`src/hdl/cws_pkg.sv`:
```
`default_nettype none
package cws_pkg;
  // bus and storage shapes
  localparam int AXI_AW = 8;
  localparam int AXI_DW = 32;
  localparam int PAIR_W = 16;
  localparam int BUF_PAIRS = 12;
  localparam int IDX_W = 4;
  localparam int POS_W = 3;
  localparam int OUT_N = 6;
  // register offsets, byte addresses
  localparam logic [7:0] OFS_CTRL = 8'h00;
  localparam logic [7:0] OFS_STATUS = 8'h04;
  localparam logic [7:0] OFS_LATCH = 8'h08;
  localparam logic [7:0] OFS_BUF_BASE = 8'h40;
  localparam logic [7:0] BUF_SPAN = 8'(BUF_PAIRS * 4);
  // control register fields
  localparam int CTRL_W = 10;
  localparam logic [9:0] CTRL_RESET = 10'h000;
  localparam int CTRL_MODE_LSB = 0;
  localparam int CTRL_POSITION_COMPARE_ENABLE_BIT = 3;
  localparam int CTRL_EDGE_LSB = 4;
  localparam int CTRL_SEE_LSB = 6;
  localparam int CTRL_POSITION_DETECT_IRQ_ENABLE_BIT = 9;
  // status fields
  localparam int STAT_PDF_BIT = 0;
  localparam int STAT_POS_LSB = 1;
  // buffer pair word layout: bank, position code, six shape codes
  localparam int PAIR_BANK_BIT = 15;
  localparam int PAIR_CODE_LSB = 12;
  localparam logic [15:0] LATCH_RESET = 16'h0000;
  localparam logic [1:0] RESP_OKAY = 2'h0;
  localparam logic [1:0] RESP_SLVERR = 2'h2;

  typedef enum logic [2:0] {
    MODE_SW_WRITE = 3'h0,
    MODE_UNDERFLOW = 3'h1,
    MODE_POS = 3'h2,
    MODE_POS_TIMER = 3'h3,
    MODE_POS_OR_TMR = 3'h4,
    MODE_POS_OR_TMR_B = 3'h5,
    MODE_POS_ONESHOT = 3'h6,
    MODE_POS_TMR_ONESHOT = 3'h7
  } cws_mode_e;

  typedef enum logic [1:0] {
    EDGE_NONE = 2'h0,
    EDGE_RISE = 2'h1,
    EDGE_FALL = 2'h2,
    EDGE_BOTH = 2'h3
  } cws_edge_e;

  typedef enum logic [1:0] {
    SHAPE_LOW = 2'h0,
    SHAPE_PPG = 2'h1,
    SHAPE_PPG_INV = 2'h2,
    SHAPE_HIGH = 2'h3
  } cws_shape_e;

  // read path, gray along idle-fetch-load-resp
  typedef enum logic [1:0] {
    RD_IDLE = 2'h0,
    RD_FETCH = 2'h1,
    RD_LOAD = 2'h3,
    RD_RESP = 2'h2
  } cws_rd_state_e;

  // {hit, index} of a bus address inside the buffer window
  function automatic logic [4:0] bus_buf_idx(input logic [7:0] a);
    logic [7:0] off;
    off = a - OFS_BUF_BASE;
    bus_buf_idx = {(a >= OFS_BUF_BASE) && (off < BUF_SPAN) &&
                   (off[1:0] == 2'h0), off[5:2]};
  endfunction : bus_buf_idx

  // {valid, index} of the pair named by bank flag and position code
  function automatic logic [4:0] chain_idx(input logic [15:0] pair);
    chain_idx = {!pair[PAIR_BANK_BIT] || !pair[PAIR_CODE_LSB+2],
                 pair[PAIR_BANK_BIT], pair[PAIR_CODE_LSB +: 3]};
  endfunction : chain_idx

  // one waveform pin from its shape code
  function automatic logic shape_drive(input logic [1:0] s,
                                       input logic programmable_pulse_timer_output);
    case (cws_shape_e'(s))
      SHAPE_LOW: shape_drive = 1'b0;
      SHAPE_PPG: shape_drive = programmable_pulse_timer_output;
      SHAPE_PPG_INV: shape_drive = !programmable_pulse_timer_output;
      default: shape_drive = 1'b1;
    endcase
  endfunction : shape_drive
endpackage : cws_pkg
`default_nettype wire

```
`src/hdl/cws_buf_if.sv`:
```
`timescale 1ns/1ps
`default_nettype none
// buffer pair storage access between sequencer core and memory
interface cws_buf_if;
  import cws_pkg::*;
  logic wr_en;
  logic [IDX_W-1:0] wr_idx;
  logic [PAIR_W-1:0] wr_data;
  logic [1:0] wr_strb;
  logic [IDX_W-1:0] seq_idx;
  logic [PAIR_W-1:0] seq_data;
  logic [IDX_W-1:0] bus_idx;
  logic [PAIR_W-1:0] bus_data;
  modport core (output wr_en, wr_idx, wr_data, wr_strb, seq_idx, bus_idx,
                input seq_data, bus_data);
  modport mem (input wr_en, wr_idx, wr_data, wr_strb, seq_idx, bus_idx,
               output seq_data, bus_data);
endinterface : cws_buf_if
`default_nettype wire

```
`src/hdl/cws_pair_mem.sv`:
```
`timescale 1ns/1ps
`default_nettype none
module cws_pair_mem #(
  parameter int DEPTH = cws_pkg::BUF_PAIRS
) (
  input wire logic clock_i,
  input wire logic sys_rst_i,
  cws_buf_if.mem port
);
  import cws_pkg::*;
  logic [PAIR_W-1:0] store [DEPTH];
  logic [PAIR_W-1:0] seq_data, bus_data, next_seq_data, next_bus_data;

  // byte-lane writes; no reset so it maps onto plain storage
  always_ff @(posedge clock_i) begin
    if (port.wr_en && (int'(port.wr_idx) < DEPTH)) begin
      if (port.wr_strb[0]) begin
        store[port.wr_idx][7:0] <= port.wr_data[7:0];
      end
      if (port.wr_strb[1]) begin
        store[port.wr_idx][15:8] <= port.wr_data[15:8];
      end
    end
  end

  // two registered read ports, out of range reads zero
  always_comb begin
    next_seq_data = '0;
    next_bus_data = '0;
    if (int'(port.seq_idx) < DEPTH) begin
      next_seq_data = store[port.seq_idx];
    end
    if (int'(port.bus_idx) < DEPTH) begin
      next_bus_data = store[port.bus_idx];
    end
  end

  always_ff @(posedge clock_i or posedge sys_rst_i) begin
    if (sys_rst_i) begin
      seq_data <= '0;
      bus_data <= '0;
    end else begin
      seq_data <= next_seq_data;
      bus_data <= next_bus_data;
    end
  end

  assign port.seq_data = seq_data;
  assign port.bus_data = bus_data;
endmodule : cws_pair_mem
`default_nettype wire

```
`src/hdl/cws_pos_sync.sv`:
```
`timescale 1ns/1ps
`default_nettype none
module cws_pos_sync #(
  parameter int WIDTH = cws_pkg::POS_W
) (
  input wire logic clock_i,
  input wire logic sys_rst_i,
  input wire logic [WIDTH-1:0] pin_i,
  output logic [WIDTH-1:0] level_o,
  output logic [WIDTH-1:0] rise_o,
  output logic [WIDTH-1:0] fall_o
);
  logic [WIDTH-1:0] meta, sync2, sync3, level, rise, fall;
  logic [WIDTH-1:0] next_level, next_rise, next_fall;

  // a level counts only once stages two and three agree
  always_comb begin
    next_level = level;
    for (int i = 0; i < WIDTH; i++) begin
      if (sync2[i] == sync3[i]) begin
        next_level[i] = sync3[i];
      end
    end
    next_rise = next_level & ~level;
    next_fall = ~next_level & level;
  end

  // meta is read by sync2 only
  always_ff @(posedge clock_i or posedge sys_rst_i) begin
    if (sys_rst_i) begin
      meta <= '0;
      sync2 <= '0;
      sync3 <= '0;
      level <= '0;
      rise <= '0;
      fall <= '0;
    end else begin
      meta <= pin_i;
      sync2 <= meta;
      sync3 <= sync2;
      level <= next_level;
      rise <= next_rise;
      fall <= next_fall;
    end
  end

  assign level_o = level;
  assign rise_o = rise;
  assign fall_o = fall;
endmodule : cws_pos_sync
`default_nettype wire

```
`src/hdl/cws_sequencer.sv`:
```
// Local design decisions: the address map and the AXI4-Lite register port.
`timescale 1ns/1ps
`default_nettype none
module cws_sequencer (
  input wire logic clock_i,
  input wire logic sys_rst_i,
  input wire logic [cws_pkg::AXI_AW-1:0] s_axi_awaddr_i,
  input wire logic s_axi_awvalid_i,
  output logic s_axi_awready_o,
  input wire logic [cws_pkg::AXI_DW-1:0] s_axi_wdata_i,
  input wire logic [3:0] s_axi_wstrb_i,
  input wire logic s_axi_wvalid_i,
  output logic s_axi_wready_o,
  output logic [1:0] s_axi_bresp_o,
  output logic s_axi_bvalid_o,
  input wire logic s_axi_bready_i,
  input wire logic [cws_pkg::AXI_AW-1:0] s_axi_araddr_i,
  input wire logic s_axi_arvalid_i,
  output logic s_axi_arready_o,
  output logic [cws_pkg::AXI_DW-1:0] s_axi_rdata_o,
  output logic [1:0] s_axi_rresp_o,
  output logic s_axi_rvalid_o,
  input wire logic s_axi_rready_i,
  input wire logic [cws_pkg::POS_W-1:0] rotor_position_inputs_i,
  input wire logic programmable_pulse_timer_output_i,
  input wire logic timer_write_trigger_i,
  output logic timer_start_o,
  output logic [cws_pkg::OUT_N-1:0] waveform_output_o,
  output logic position_detect_irq_o
);
  import cws_pkg::*;

  cws_buf_if bufs();
  logic [POS_W-1:0] pos_level, pos_rise, pos_fall;

  cws_pair_mem #(.DEPTH(BUF_PAIRS)) u_mem (
    .clock_i(clock_i),
    .sys_rst_i(sys_rst_i),
    .port(bufs.mem)
  );

  cws_pos_sync #(.WIDTH(POS_W)) u_sync (
    .clock_i(clock_i),
    .sys_rst_i(sys_rst_i),
    .pin_i(rotor_position_inputs_i),
    .level_o(pos_level),
    .rise_o(pos_rise),
    .fall_o(pos_fall)
  );

  // bus write side state
  logic aw_held, w_held, bvalid, awready, wready;
  logic next_aw_held, next_w_held, next_bvalid, next_awready, next_wready;
  logic [7:0] aw_addr, next_aw_addr;
  logic [15:0] w_data, next_w_data;
  logic [1:0] w_strb, next_w_strb, bresp, next_bresp;
  logic do_write, wr_ctrl, wr_stat, wr_ok, sw0;
  logic [4:0] wr_buf, rd_buf;
  // bus read side state
  cws_rd_state_e rd_state, next_rd_state;
  logic [7:0] ar_addr, next_ar_addr;
  logic arready, rvalid, next_arready, next_rvalid;
  logic [1:0] rresp, next_rresp;
  logic [31:0] rdata, next_rdata;
  // sequencer state
  logic [CTRL_W-1:0] ctrl, next_ctrl;
  logic [15:0] latch, next_latch;
  logic pdf, wto, xfer, tstart, os_done, irq;
  logic next_pdf, next_wto, next_xfer, next_tstart, next_os_done, next_irq;
  logic [OUT_N-1:0] wave, next_wave;
  cws_mode_e mode, mode_prev;
  cws_edge_e edge_sel;
  logic [POS_W-1:0] hits;
  logic trig, trig_raw, oneshot, xfer_ok;
  logic [4:0] chain;

  assign mode = cws_mode_e'(ctrl[CTRL_MODE_LSB +: 3]);
  assign edge_sel = cws_edge_e'(ctrl[CTRL_EDGE_LSB +: 2]);
  assign do_write = aw_held && w_held && !bvalid;
  assign wr_buf = bus_buf_idx(aw_addr);
  assign rd_buf = bus_buf_idx(ar_addr);

  // write address decode
  always_comb begin
    wr_ctrl = 1'b0;
    wr_stat = 1'b0;
    wr_ok = 1'b1;
    if (aw_addr == OFS_CTRL) begin
      wr_ctrl = 1'b1;
    end else if (aw_addr == OFS_STATUS) begin
      wr_stat = 1'b1;
    end else if (aw_addr == OFS_LATCH) begin
      wr_ok = 1'b1; // read-only, write dropped
    end else if (!wr_buf[IDX_W]) begin
      wr_ok = 1'b0;
    end
  end

  // full-word write to pair zero is the software write timing
  assign sw0 = do_write && (wr_buf == 5'h10) && (w_strb == 2'h3) &&
               (mode == MODE_SW_WRITE);
  assign bufs.wr_en = do_write && wr_buf[IDX_W];
  assign bufs.wr_idx = wr_buf[IDX_W-1:0];
  assign bufs.wr_data = w_data;
  assign bufs.wr_strb = w_strb;
  assign bufs.bus_idx = rd_buf[IDX_W-1:0];

  // address and data taken in either order, answered once both held
  always_comb begin
    next_aw_held = aw_held;
    next_w_held = w_held;
    next_aw_addr = aw_addr;
    next_w_data = w_data;
    next_w_strb = w_strb;
    next_bvalid = bvalid;
    next_bresp = bresp;
    if (s_axi_awvalid_i && awready) begin
      next_aw_held = 1'b1;
      next_aw_addr = s_axi_awaddr_i;
    end
    if (s_axi_wvalid_i && wready) begin
      next_w_held = 1'b1;
      next_w_data = s_axi_wdata_i[15:0];
      next_w_strb = s_axi_wstrb_i[1:0];
    end
    if (do_write) begin
      next_aw_held = 1'b0;
      next_w_held = 1'b0;
      next_bvalid = 1'b1;
      next_bresp = wr_ok ? RESP_OKAY : RESP_SLVERR;
    end else if (bvalid && s_axi_bready_i) begin
      next_bvalid = 1'b0;
    end
    next_awready = !next_aw_held && !next_bvalid;
    next_wready = !next_w_held && !next_bvalid;
  end

  always_ff @(posedge clock_i or posedge sys_rst_i) begin
    if (sys_rst_i) begin
      aw_held <= 1'b0;
      w_held <= 1'b0;
      aw_addr <= 8'h00;
      w_data <= 16'h0000;
      w_strb <= 2'h0;
      bvalid <= 1'b0;
      bresp <= RESP_OKAY;
      awready <= 1'b1;
      wready <= 1'b1;
    end else begin
      aw_held <= next_aw_held;
      w_held <= next_w_held;
      aw_addr <= next_aw_addr;
      w_data <= next_w_data;
      w_strb <= next_w_strb;
      bvalid <= next_bvalid;
      bresp <= next_bresp;
      awready <= next_awready;
      wready <= next_wready;
    end
  end

  // reads wait one cycle for the registered buffer port
  always_comb begin
    next_rd_state = rd_state;
    next_ar_addr = ar_addr;
    next_arready = arready;
    next_rvalid = rvalid;
    next_rresp = rresp;
    next_rdata = rdata;
    case (rd_state)
      RD_IDLE: begin
        if (s_axi_arvalid_i && arready) begin
          next_ar_addr = s_axi_araddr_i;
          next_arready = 1'b0;
          next_rd_state = RD_FETCH;
        end
      end
      RD_FETCH: begin
        next_rd_state = RD_LOAD;
      end
      RD_LOAD: begin
        next_rvalid = 1'b1;
        next_rresp = RESP_OKAY;
        next_rdata = 32'h0;
        next_rd_state = RD_RESP;
        if (ar_addr == OFS_CTRL) begin
          next_rdata = 32'(ctrl);
        end else if (ar_addr == OFS_STATUS) begin
          next_rdata = 32'({pos_level, pdf});
        end else if (ar_addr == OFS_LATCH) begin
          next_rdata = 32'(latch);
        end else if (rd_buf[IDX_W]) begin
          next_rdata = 32'(bufs.bus_data);
        end else begin
          next_rresp = RESP_SLVERR;
        end
      end
      RD_RESP: begin
        if (s_axi_rready_i) begin
          next_rvalid = 1'b0;
          next_arready = 1'b1;
          next_rd_state = RD_IDLE;
        end
      end
      default: next_rd_state = RD_IDLE;
    endcase
  end

  always_ff @(posedge clock_i or posedge sys_rst_i) begin
    if (sys_rst_i) begin
      rd_state <= RD_IDLE;
      ar_addr <= 8'h00;
      arready <= 1'b1;
      rvalid <= 1'b0;
      rresp <= RESP_OKAY;
      rdata <= 32'h0;
    end else begin
      rd_state <= next_rd_state;
      ar_addr <= next_ar_addr;
      arready <= next_arready;
      rvalid <= next_rvalid;
      rresp <= next_rresp;
      rdata <= next_rdata;
    end
  end

  // position detector; code 00 never hits, prohibited under compare
  always_comb begin
    case (edge_sel)
      EDGE_RISE: hits = pos_rise;
      EDGE_FALL: hits = pos_fall;
      EDGE_BOTH: hits = pos_rise | pos_fall;
      default: hits = '0;
    endcase
    if (ctrl[CTRL_POSITION_COMPARE_ENABLE_BIT]) begin
      // any enabled edge launches the compare
      trig_raw = (|hits) && (pos_level == latch[PAIR_CODE_LSB +: 3]);
    end else begin
      trig_raw = |(hits & ctrl[CTRL_SEE_LSB +: 3]);
    end
    oneshot = (mode == MODE_POS_ONESHOT) || (mode == MODE_POS_TMR_ONESHOT);
    trig = trig_raw && !(oneshot && os_done);
  end

  // next pair comes from latch upper bits, pair zero in mode 000
  assign chain = chain_idx(latch);
  assign bufs.seq_idx = (mode == MODE_SW_WRITE) ? 4'h0 : chain[3:0];
  assign xfer_ok = (mode == MODE_SW_WRITE) || chain[4];

  // write timing source, transfer, flags and pins
  always_comb begin
    case (mode)
      MODE_SW_WRITE: next_wto = sw0;
      MODE_UNDERFLOW: next_wto = timer_write_trigger_i;
      MODE_POS, MODE_POS_ONESHOT: next_wto = trig;
      MODE_POS_TIMER, MODE_POS_TMR_ONESHOT: begin
        next_wto = timer_write_trigger_i;
      end
      default: next_wto = trig || timer_write_trigger_i;
    endcase
    next_tstart = trig && ((mode == MODE_POS_TIMER) ||
                           (mode == MODE_POS_TMR_ONESHOT));
    next_xfer = wto;
    next_latch = latch;
    if (xfer && xfer_ok) begin
      next_latch = bufs.seq_data;
    end
    // one-shot lock clears only when the mode moves
    next_os_done = os_done;
    if (mode != mode_prev) begin
      next_os_done = 1'b0;
    end else if (trig && oneshot) begin
      next_os_done = 1'b1;
    end
    next_ctrl = ctrl;
    if (do_write && wr_ctrl && w_strb[0]) begin
      next_ctrl[7:0] = w_data[7:0];
    end
    if (do_write && wr_ctrl && w_strb[1]) begin
      next_ctrl[CTRL_W-1:8] = w_data[CTRL_W-1:8];
    end
    // set beats a write-one clear in the same cycle
    next_pdf = pdf;
    if (trig) begin
      next_pdf = 1'b1;
    end else if (do_write && wr_stat && w_strb[0] && w_data[STAT_PDF_BIT]) begin
      next_pdf = 1'b0;
    end
    next_irq = next_pdf && ctrl[CTRL_POSITION_DETECT_IRQ_ENABLE_BIT];
    for (int i = 0; i < OUT_N; i++) begin
      next_wave[i] = shape_drive(latch[2*i +: 2],
                                 programmable_pulse_timer_output_i);
    end
  end

  always_ff @(posedge clock_i or posedge sys_rst_i) begin
    if (sys_rst_i) begin
      ctrl <= CTRL_RESET;
      latch <= LATCH_RESET;
      pdf <= 1'b0;
      wto <= 1'b0;
      xfer <= 1'b0;
      tstart <= 1'b0;
      os_done <= 1'b0;
      mode_prev <= MODE_SW_WRITE;
      irq <= 1'b0;
      wave <= '0;
    end else begin
      ctrl <= next_ctrl;
      latch <= next_latch;
      pdf <= next_pdf;
      wto <= next_wto;
      xfer <= next_xfer;
      tstart <= next_tstart;
      os_done <= next_os_done;
      mode_prev <= mode;
      irq <= next_irq;
      wave <= next_wave;
    end
  end

  assign s_axi_awready_o = awready;
  assign s_axi_wready_o = wready;
  assign s_axi_bvalid_o = bvalid;
  assign s_axi_bresp_o = bresp;
  assign s_axi_arready_o = arready;
  assign s_axi_rvalid_o = rvalid;
  assign s_axi_rresp_o = rresp;
  assign s_axi_rdata_o = rdata;
  assign timer_start_o = tstart;
  assign waveform_output_o = wave;
  assign position_detect_irq_o = irq;
endmodule : cws_sequencer
`default_nettype wire

```
`config.mk`:
```
export PLATFORM = sky130hd
export DESIGN_NAME = cws_sequencer
export DESIGN_NICKNAME = d
export VERILOG_FILES = /design/src/hdl/cws_pkg.sv /design/src/hdl/cws_buf_if.sv /design/src/hdl/cws_pair_mem.sv /design/src/hdl/cws_pos_sync.sv /design/src/hdl/cws_sequencer.sv
export SDC_FILE = /design/constraint.sdc
export NUM_CORES = 1
export LEC_CHECK = 0
export ABC_AREA = 1
export BUFFER_PORTS_ARGS = -buffer_cell sky130_fd_sc_hd__buf_2
export CORE_UTILIZATION = 31
export DETAILED_ROUTE_END_ITERATION = 12
export GPL_TIMING_DRIVEN = 1
export HOLD_SLACK_MARGIN = 0.15
export SYNTH_ARGS = -nofsm -noshare
export SYNTH_HDL_FRONTEND = slang
export SYNTH_SLANG_ARGS = --single-unit
```
`constraint.sdc`:
```
create_clock -name clock_i -period 5.7 [get_ports clock_i]
set_input_delay 0.57 -clock clock_i [delete_from_list [all_inputs] [get_ports clock_i]]
set_output_delay 0.57 -clock clock_i [all_outputs]
set_load 0.01 [all_outputs]
```
**Word level (Yosys, flattened, before mapping)**

Memories as Yosys holds them, arrays and structs flattened.
Index checks and enable logic that the tools add are counted.

- Bits in registers: 170
- Bits in writable memories: 192
- Output and inout bits: 49
- Logic and storage cells: 207
- Memories kept: 1

Memory list:

| memory | words | width | rd ports | clocked after Yosys merged registers in | write ports | line | RTL |
|---|---|---|---|---|---|---|---|
| u_mem.store | 12 | 16 | 2 | 0 | 1 | cws_pair_mem.sv:11 | `logic [PAIR_W-1:0] store [DEPTH];` |

- Add/subtract/negate cells: 2
- Order comparisons: 7
- Equality and inequality tests: 36
- Muxes and demuxes: 55
- Bitwise operators: 6
- Reductions and logical operators: 66

Operators with widths:

| kind | number |
|---|---|
| two-way mux 16 bit | 6 |
| logical AND 1 bit | 30 |
| two-way mux 1 bit | 30 |
| == test 2 bit, second input constant | 11 |
| case mux 1 bit (3 select lines) | 7 |
| logical NOT 2 bit | 9 |
| == test 2 x 1 -> 1 bit, second input constant | 8 |
| == test 8 x 3 -> 1 bit, second input constant | 2 |
| == test 8 x 4 -> 1 bit, second input constant | 2 |
| greater-or-equal comparator 8 x 7 -> 1 bit, second input constant | 2 |
| logical NOT 8 bit | 2 |
| less-than comparator 8 x 6 -> 1 bit, second input constant | 2 |
| subtractor 8 x 7 -> 8 bit, second input constant | 2 |
| two-way mux 2 bit | 7 |
| less-than comparator 4 bit, second input constant | 3 |
| bitwise AND 3 bit | 3 |
| case mux 3 bit (3 select lines) | 1 |
| OR reduction 3 bit | 3 |
| logical NOT 1 bit | 8 |
| case mux 2 bit (4 select lines) | 1 |
| == test 3 x 2 -> 1 bit, second input constant | 2 |
| == test 3 bit, second input constant | 2 |
| NOT 3 bit | 2 |
| AND reduction 2 bit | 3 |
| 14 further kinds | 24 |

**Longest topological paths before layout**

- Depth after elaboration: 9
- Mapped depth: 12

**By module**

Synthesis repeated with hierarchy kept, for this count alone.

- Cells, all modules: 1710
- Area, all modules: 15667.5 µm²

By module, submodules not included:

| module | times used | cells an instance | area each (µm²) | sequential area each (µm²) |
|---|---|---|---|---|
| cws_pair_mem | 1 | 1110 | 10458.8 | 6566.3 |
| cws_sequencer | 1 | 558 | 4655.7 | 2556.2 |
| cws_pos_sync | 1 | 42 | 553.0 | 450.4 |

**Least setup slack after synthesis**

No wires, ideal clock.

- Path kind: reg2reg
- Start: register bvalid, in the netlist s_axi_bvalid_o
- End: memory u_mem.store[6][10], enable pin
- Arrival time: 1514 ps
- Required time: 5330 ps
- Path slack: 3816 ps
- Stages on the path, launching flop included: 7
- Period minus slack after synthesis: 1884 ps
- Cells stage by stage: dfrtp_1 nor2_1 nand2_1 nor2_1 inv_1 clkbuf_1 nor2_1

- Cells in the longest elaborated chain, start to end: 6

RTL lines:

| element | line | RTL |
|---|---|---|
| start, declared | cws_sequencer.sv:52 | `logic aw_held, w_held, bvalid, awready, wready;` |
| start signal, assigned | cws_sequencer.sv:155 | `bvalid <= next_bvalid;` |
| logical NOT 1 bit | cws_sequencer.sv:79 | `assign do_write = aw_held && w_held && !bvalid;` |
| logical AND 1 bit | cws_sequencer.sv:79 |  |
| logical AND 1 bit | cws_sequencer.sv:102 | `assign bufs.wr_en = do_write && wr_buf[IDX_W];` |
| logical AND 1 bit | cws_pair_mem.sv:16 | `if (port.wr_en && (int'(port.wr_idx) < DEPTH)) begin` |
| two-way mux 1 bit | cws_pair_mem.sv:16 |  |
| two-way mux 1 bit (not written as such) | cws_pair_mem.sv:21 | `store[port.wr_idx][15:8] <= port.wr_data[15:8];` |
| end, declared | cws_pair_mem.sv:11 |  |

Every way passes these cells.

**Worst setup path in the final report**

- Start: register ctrl[0]
- End: register u_mem.seq_data[11], in the netlist u_mem.port.seq_data[11]

- Cells in the longest elaborated chain, start to end: 4
- Elaborated cells on any way between the ends: 5

RTL lines:

| element | line | RTL |
|---|---|---|
| start, declared | cws_sequencer.sv:66 | `logic [CTRL_W-1:0] ctrl, next_ctrl;` |
| start signal, assigned | cws_sequencer.sv:309 | `ctrl <= next_ctrl;` |
| logical NOT 3 bit * | cws_sequencer.sv:247 | `assign bufs.seq_idx = (mode == MODE_SW_WRITE) ? 4'h0 : chain[3:0];` |
| two-way mux 4 bit * | cws_sequencer.sv:247 |  |
| memory (12 x 16 bit) or less-than comparator 4 bit (tied branches) | n/a |  |
| two-way mux 16 bit * | cws_pair_mem.sv:30 | `if (int'(port.seq_idx) < DEPTH) begin` |
| named net u_mem.next_seq_data[11] | cws_pair_mem.sv:12 | `logic [PAIR_W-1:0] seq_data, bus_data, next_seq_data, next_bus_data;` |
| end signal, assigned | cws_pair_mem.sv:43 | `seq_data <= next_seq_data;` |
| end, declared | cws_pair_mem.sv:12 |  |

Mark *: on every way through the listed nets, which the timed path passes. The rest lies on a longest branch.
A chain may end at the register's enable or synchronous reset.

==> results.toml <==
[yosys]
syn_avg_cell_area_um2 = 9.32
synth.ff_latch_count = 344
synthesis.instances = 1656
synthDistinctLibCells = 34
mappedNetlistArea_mm2 = 0.0154
synth_sequential_area_ratio_pct = 62.0
post-synth-top-area-fraction_pct = 37.4
synth_top_cells_by_area = "sky130_fd_sc_hd__edfxtp_1, sky130_fd_sc_hd__dfrtp_1, sky130_fd_sc_hd__nand2_1"
synth.yosys.warnings = 0
synthDominantAreaCellType = "sky130_fd_sc_hd__edfxtp_1"

[floorplanning]
num_io_pins = 113
die_area_mm2 = 0.0507
die_width_um = 225
die_h_um = 225
rows = 81
core_mm2 = 0.0491
initial_utilization_pct = 31.5

[route]
drt-initial-drc-count = 1447
drc = 0
num_vias = 12100
firstDrtPassIters = 8
wire_per_inst_um = 18.8
ant_nets = 0
detail_route.wirelength_um = 45100
route.detailed.vias_per_inst = 5.07

[power]
ir_drop_uv = 196
report.power.total_mw = 9.41
power_density_mw_per_mm2 = 533
cellLeakagePower_nw = 7.57

[cts]
clock_latency_ps = 540
htreeDepth = 2
cts.root.buffer_cell = "sky130_fd_sc_hd__clkbuf_16"
clock_sinks = 344
cts_tree = "built"
cts.clk_slew.worst_paths_ps = 60
tritoncts_buffer_count = 38
post-cts-setup-buffers = 0
cts-root-to-sink-buffers = 3

[status]
status = "finished clean"

[finish]
num_antenna_cells = 0
synthToLayoutAreaGrowth_pct = 14.4
layout.core_utilization_pct = 36.0
layout-drive-gt1-share_pct = 10.8
num-nets-final = 1768
final-instance-count-excl-fill = 2397

[sta]
fin_tns_setup_ps = 0
final_min_period_over_clock_period_pct = 56.9
fmax_mhz = 308
max_slew.worst_pin.slew_ps = 1210
timing.max_slew.rel_slack_pct = 19.6
finClkSkew_ps = 8.72
slew_viol_final = 0
post-route-min-period_ps = 3240
timing_hold_violations_final = 0
finalSetupViolations = 0
final_critical_path_setup_slack_ps = 2460
rsz0062_at_grt = "false"

[run]
cap_violations = 0

[global_route]
via_count_of_the_first_global_routing_pass = 11700
overflow = 0
grt_max_degree = 97
number_of_antenna_violations_at_the_first_check_in_global_routing = 0
grt_pass1_wl_um = 68600
grt_use_total_pct = 17.8

[critical_path]
worstPathMaxFanout = 50
setup.worst_path.start_class = "register"
timing.critical_path.cells = "nor2_1 -> nand2_2 -> buf_4 -> inv_2 -> nor2_4 -> inv_2 -> nor2_1 -> nand3_1 -> nand2_1"
setup.worst_path.class = "reg2reg"
arrival_ps = 3700
kind_of_end_point_of_the_critical_path = "register"
r2r_slack_ps = 2460
crit-reg2reg-capture = "u_mem.port.seq_data[11]$_DFF_PP0_"
critical_path_slowest_stage_cell = "sky130_fd_sc_hd__nor2_1"
reg2reg_depth = 9
max_stage_delay_ps = 800
critical_path_required_time_ps = 6160
worstReg2RegStart = "ctrl[0]$_DFFE_PP0P_"

[placement]
place.detailed.instances = 2324
buffer_ports.inserted = 76
routability_driven_placement_congestion_ratio = 0.847
placement.setup.worst_slack_ps = 2530
place.detailed.hpwl_um = 29100

[hold_path]
timing.hold.worst_path_depth = 3
hold_path_end = "bufs.wr_data[1]$_DFFE_PP0P_"
hold_path_startpoint = "s_axi_wdata_i[1]"
timing.hold.worst.class = "in2reg"
## Yosys cell counts, drive strengths merged
master,count
edfxtp,192
o211ai,16
nand4,4
buf,68
o21ai,116
a21boi,1
a22oi,32
a31oi,7
nand2,511
mux2,2
or2,1
a21oi,44
and3,1
clkbuf,40
nand3,223
a22o,1
xnor2,3
nor3,4
dfrtp,149
nand3b,1
conb,1
nor2,138
dfstp,3
o2111ai,1
inv,97
## logic make-up after synthesis
| kind of cell | count (synthesis) | share of synthesized area, % |
|---|---|---|
| multiplexers | 2 | 0.146 |
| AND/OR/NAND/NOR | 883 | 23.7 |
| flip-flops | 344 | 62.0 |
| buffers and inverters | 205 | 5.86 |
| AO/OA/AOI/OAI | 218 | 8.07 |
| other | 1 | 0.0243 |
| XOR/XNOR | 3 | 0.170 |
## final cells by class
class                      count  area (µm²)
clock buffer                  51        1090
clock inverter                18         196
fill                        4869       31400
inverter                      97         369
multi-input combinational   1124        5040
sequential                   344        9570
tap                          664         831
timing repair buffer          99         563
## power breakdown
part | total, mW | internal, mW | switching, mW | leakage (nW)
Combinational | 3.15 | 0.851 | 2.30 | 3.31
Clock | 2.53 | 1.53 | 1.00 | 0.643
Sequential | 3.73 | 3.25 | 0.475 | 3.62
## metrics by stage
| stage | instance area (µm²) | hold WS, ps |
|---|---|---|
| 5_1_grt | 17700 | 255 |
| 2_1_floorplan | 15500 | 331 |
| 3_3_place_gp | 16300 | 335 |
| 4_1_cts | 17700 | 228 |
| 3_5_place_dp | 16300 | 346 |
| 6_report | 17700 | 234 |
## placed cells by master, fill, tap and decap left out, types with 2 or more instances in the layout
master,Yosys,final
sky130_fd_sc_hd__nand2_1,507,506
sky130_fd_sc_hd__nand3_1,223,223
sky130_fd_sc_hd__edfxtp_1,192,192
sky130_fd_sc_hd__dfrtp_1,149,148
sky130_fd_sc_hd__nor2_1,133,132
sky130_fd_sc_hd__o21ai_0,114,114
sky130_fd_sc_hd__inv_1,90,89
sky130_fd_sc_hd__buf_2,42,76
sky130_fd_sc_hd__a21oi_1,44,44
sky130_fd_sc_hd__clkbuf_16,0,41
sky130_fd_sc_hd__a22oi_1,32,32
sky130_fd_sc_hd__buf_4,22,19
sky130_fd_sc_hd__conb_1,1,18
sky130_fd_sc_hd__o211ai_1,13,13
sky130_fd_sc_hd__clkinv_2,0,12
sky130_fd_sc_hd__inv_2,7,7
sky130_fd_sc_hd__a31oi_1,7,7
sky130_fd_sc_hd__clkbuf_1,40,7
sky130_fd_sc_hd__nand2_2,4,5
sky130_fd_sc_hd__nand4_1,4,4
sky130_fd_sc_hd__nor2_4,2,4
sky130_fd_sc_hd__bufinv_16,0,4
sky130_fd_sc_hd__dlygate4sd3_1,0,4
sky130_fd_sc_hd__nor3_1,3,3
sky130_fd_sc_hd__xnor2_1,3,3
sky130_fd_sc_hd__o211ai_2,3,3
sky130_fd_sc_hd__clkbuf_8,0,3
sky130_fd_sc_hd__dfstp_2,3,3
sky130_fd_sc_hd__o21ai_1,2,2
sky130_fd_sc_hd__inv_6,0,2
sky130_fd_sc_hd__nor2_2,3,2
sky130_fd_sc_hd__mux2_2,2,2
## per-layer routing
layer | vias to the layer above | part of all wire, % | track usage (%) | routed length (µm)
li1 | 5611 | - | - | -
met1 | 5878 | 42 | 23.4 | 18800
met2 | 548 | 47 | 29.3 | 21300
met3 | 106 | 7.6 | 2.70 | 3410
met4 | 0 | 3.8 | 7.40 | 1710
met5 | - | 0 | 0 | 0
## worst max-delay path, delay by kind of cell (launching register included)
| family | cells | cell delay [ps] |
|---|---|---|
| buf+inv | 3 | 950 |
| flops | 1 | 490 |
| simple gates | 6 | 1650 |
## state kept, by name, summed over array words and instances, names as in the netlist, 10 cells and up
signal	cells
u_mem.port.bus_data	16
u_mem.store	192
u_mem.port.seq_data	16
ctrl	10
bufs.wr_data	16
latch	16
s_axi_rdata_o	16
## worst max path at each step
stage	depth (start not counted)	slack, ps	startpoint	endpoint
final	9	2460	ctrl[0]$_DFFE_PP0P_	u_mem.port.seq_data[11]$_DFF_PP0_
after global routing	9	2200	ctrl[0]$_DFFE_PP0P_	u_mem.port.seq_data[11]$_DFF_PP0_
after CTS	9	2520	ctrl[0]$_DFFE_PP0P_	u_mem.port.seq_data[11]$_DFF_PP0_
after detailed placement	9	2530	ctrl[0]$_DFFE_PP0P_	u_mem.port.seq_data[11]$_DFF_PP0_
after global placement	9	2530	ctrl[0]$_DFFE_PP0P_	u_mem.port.seq_data[11]$_DFF_PP0_
after floorplan	1	1040	sys_rst_i	ar_addr[0]$_DFFE_PP0P_
## timing repair
| action | in CTS | in global routing |
|---|---|---|
| gates resized for setup | 0 | 0 |
| endpoints found under the hold margin | 43 | 0 |
| setup endpoints to repair | 0 | 0 |
| hold buffers | 4 | 0 |
Note: power is estimated with default switching activity, not from simulation.
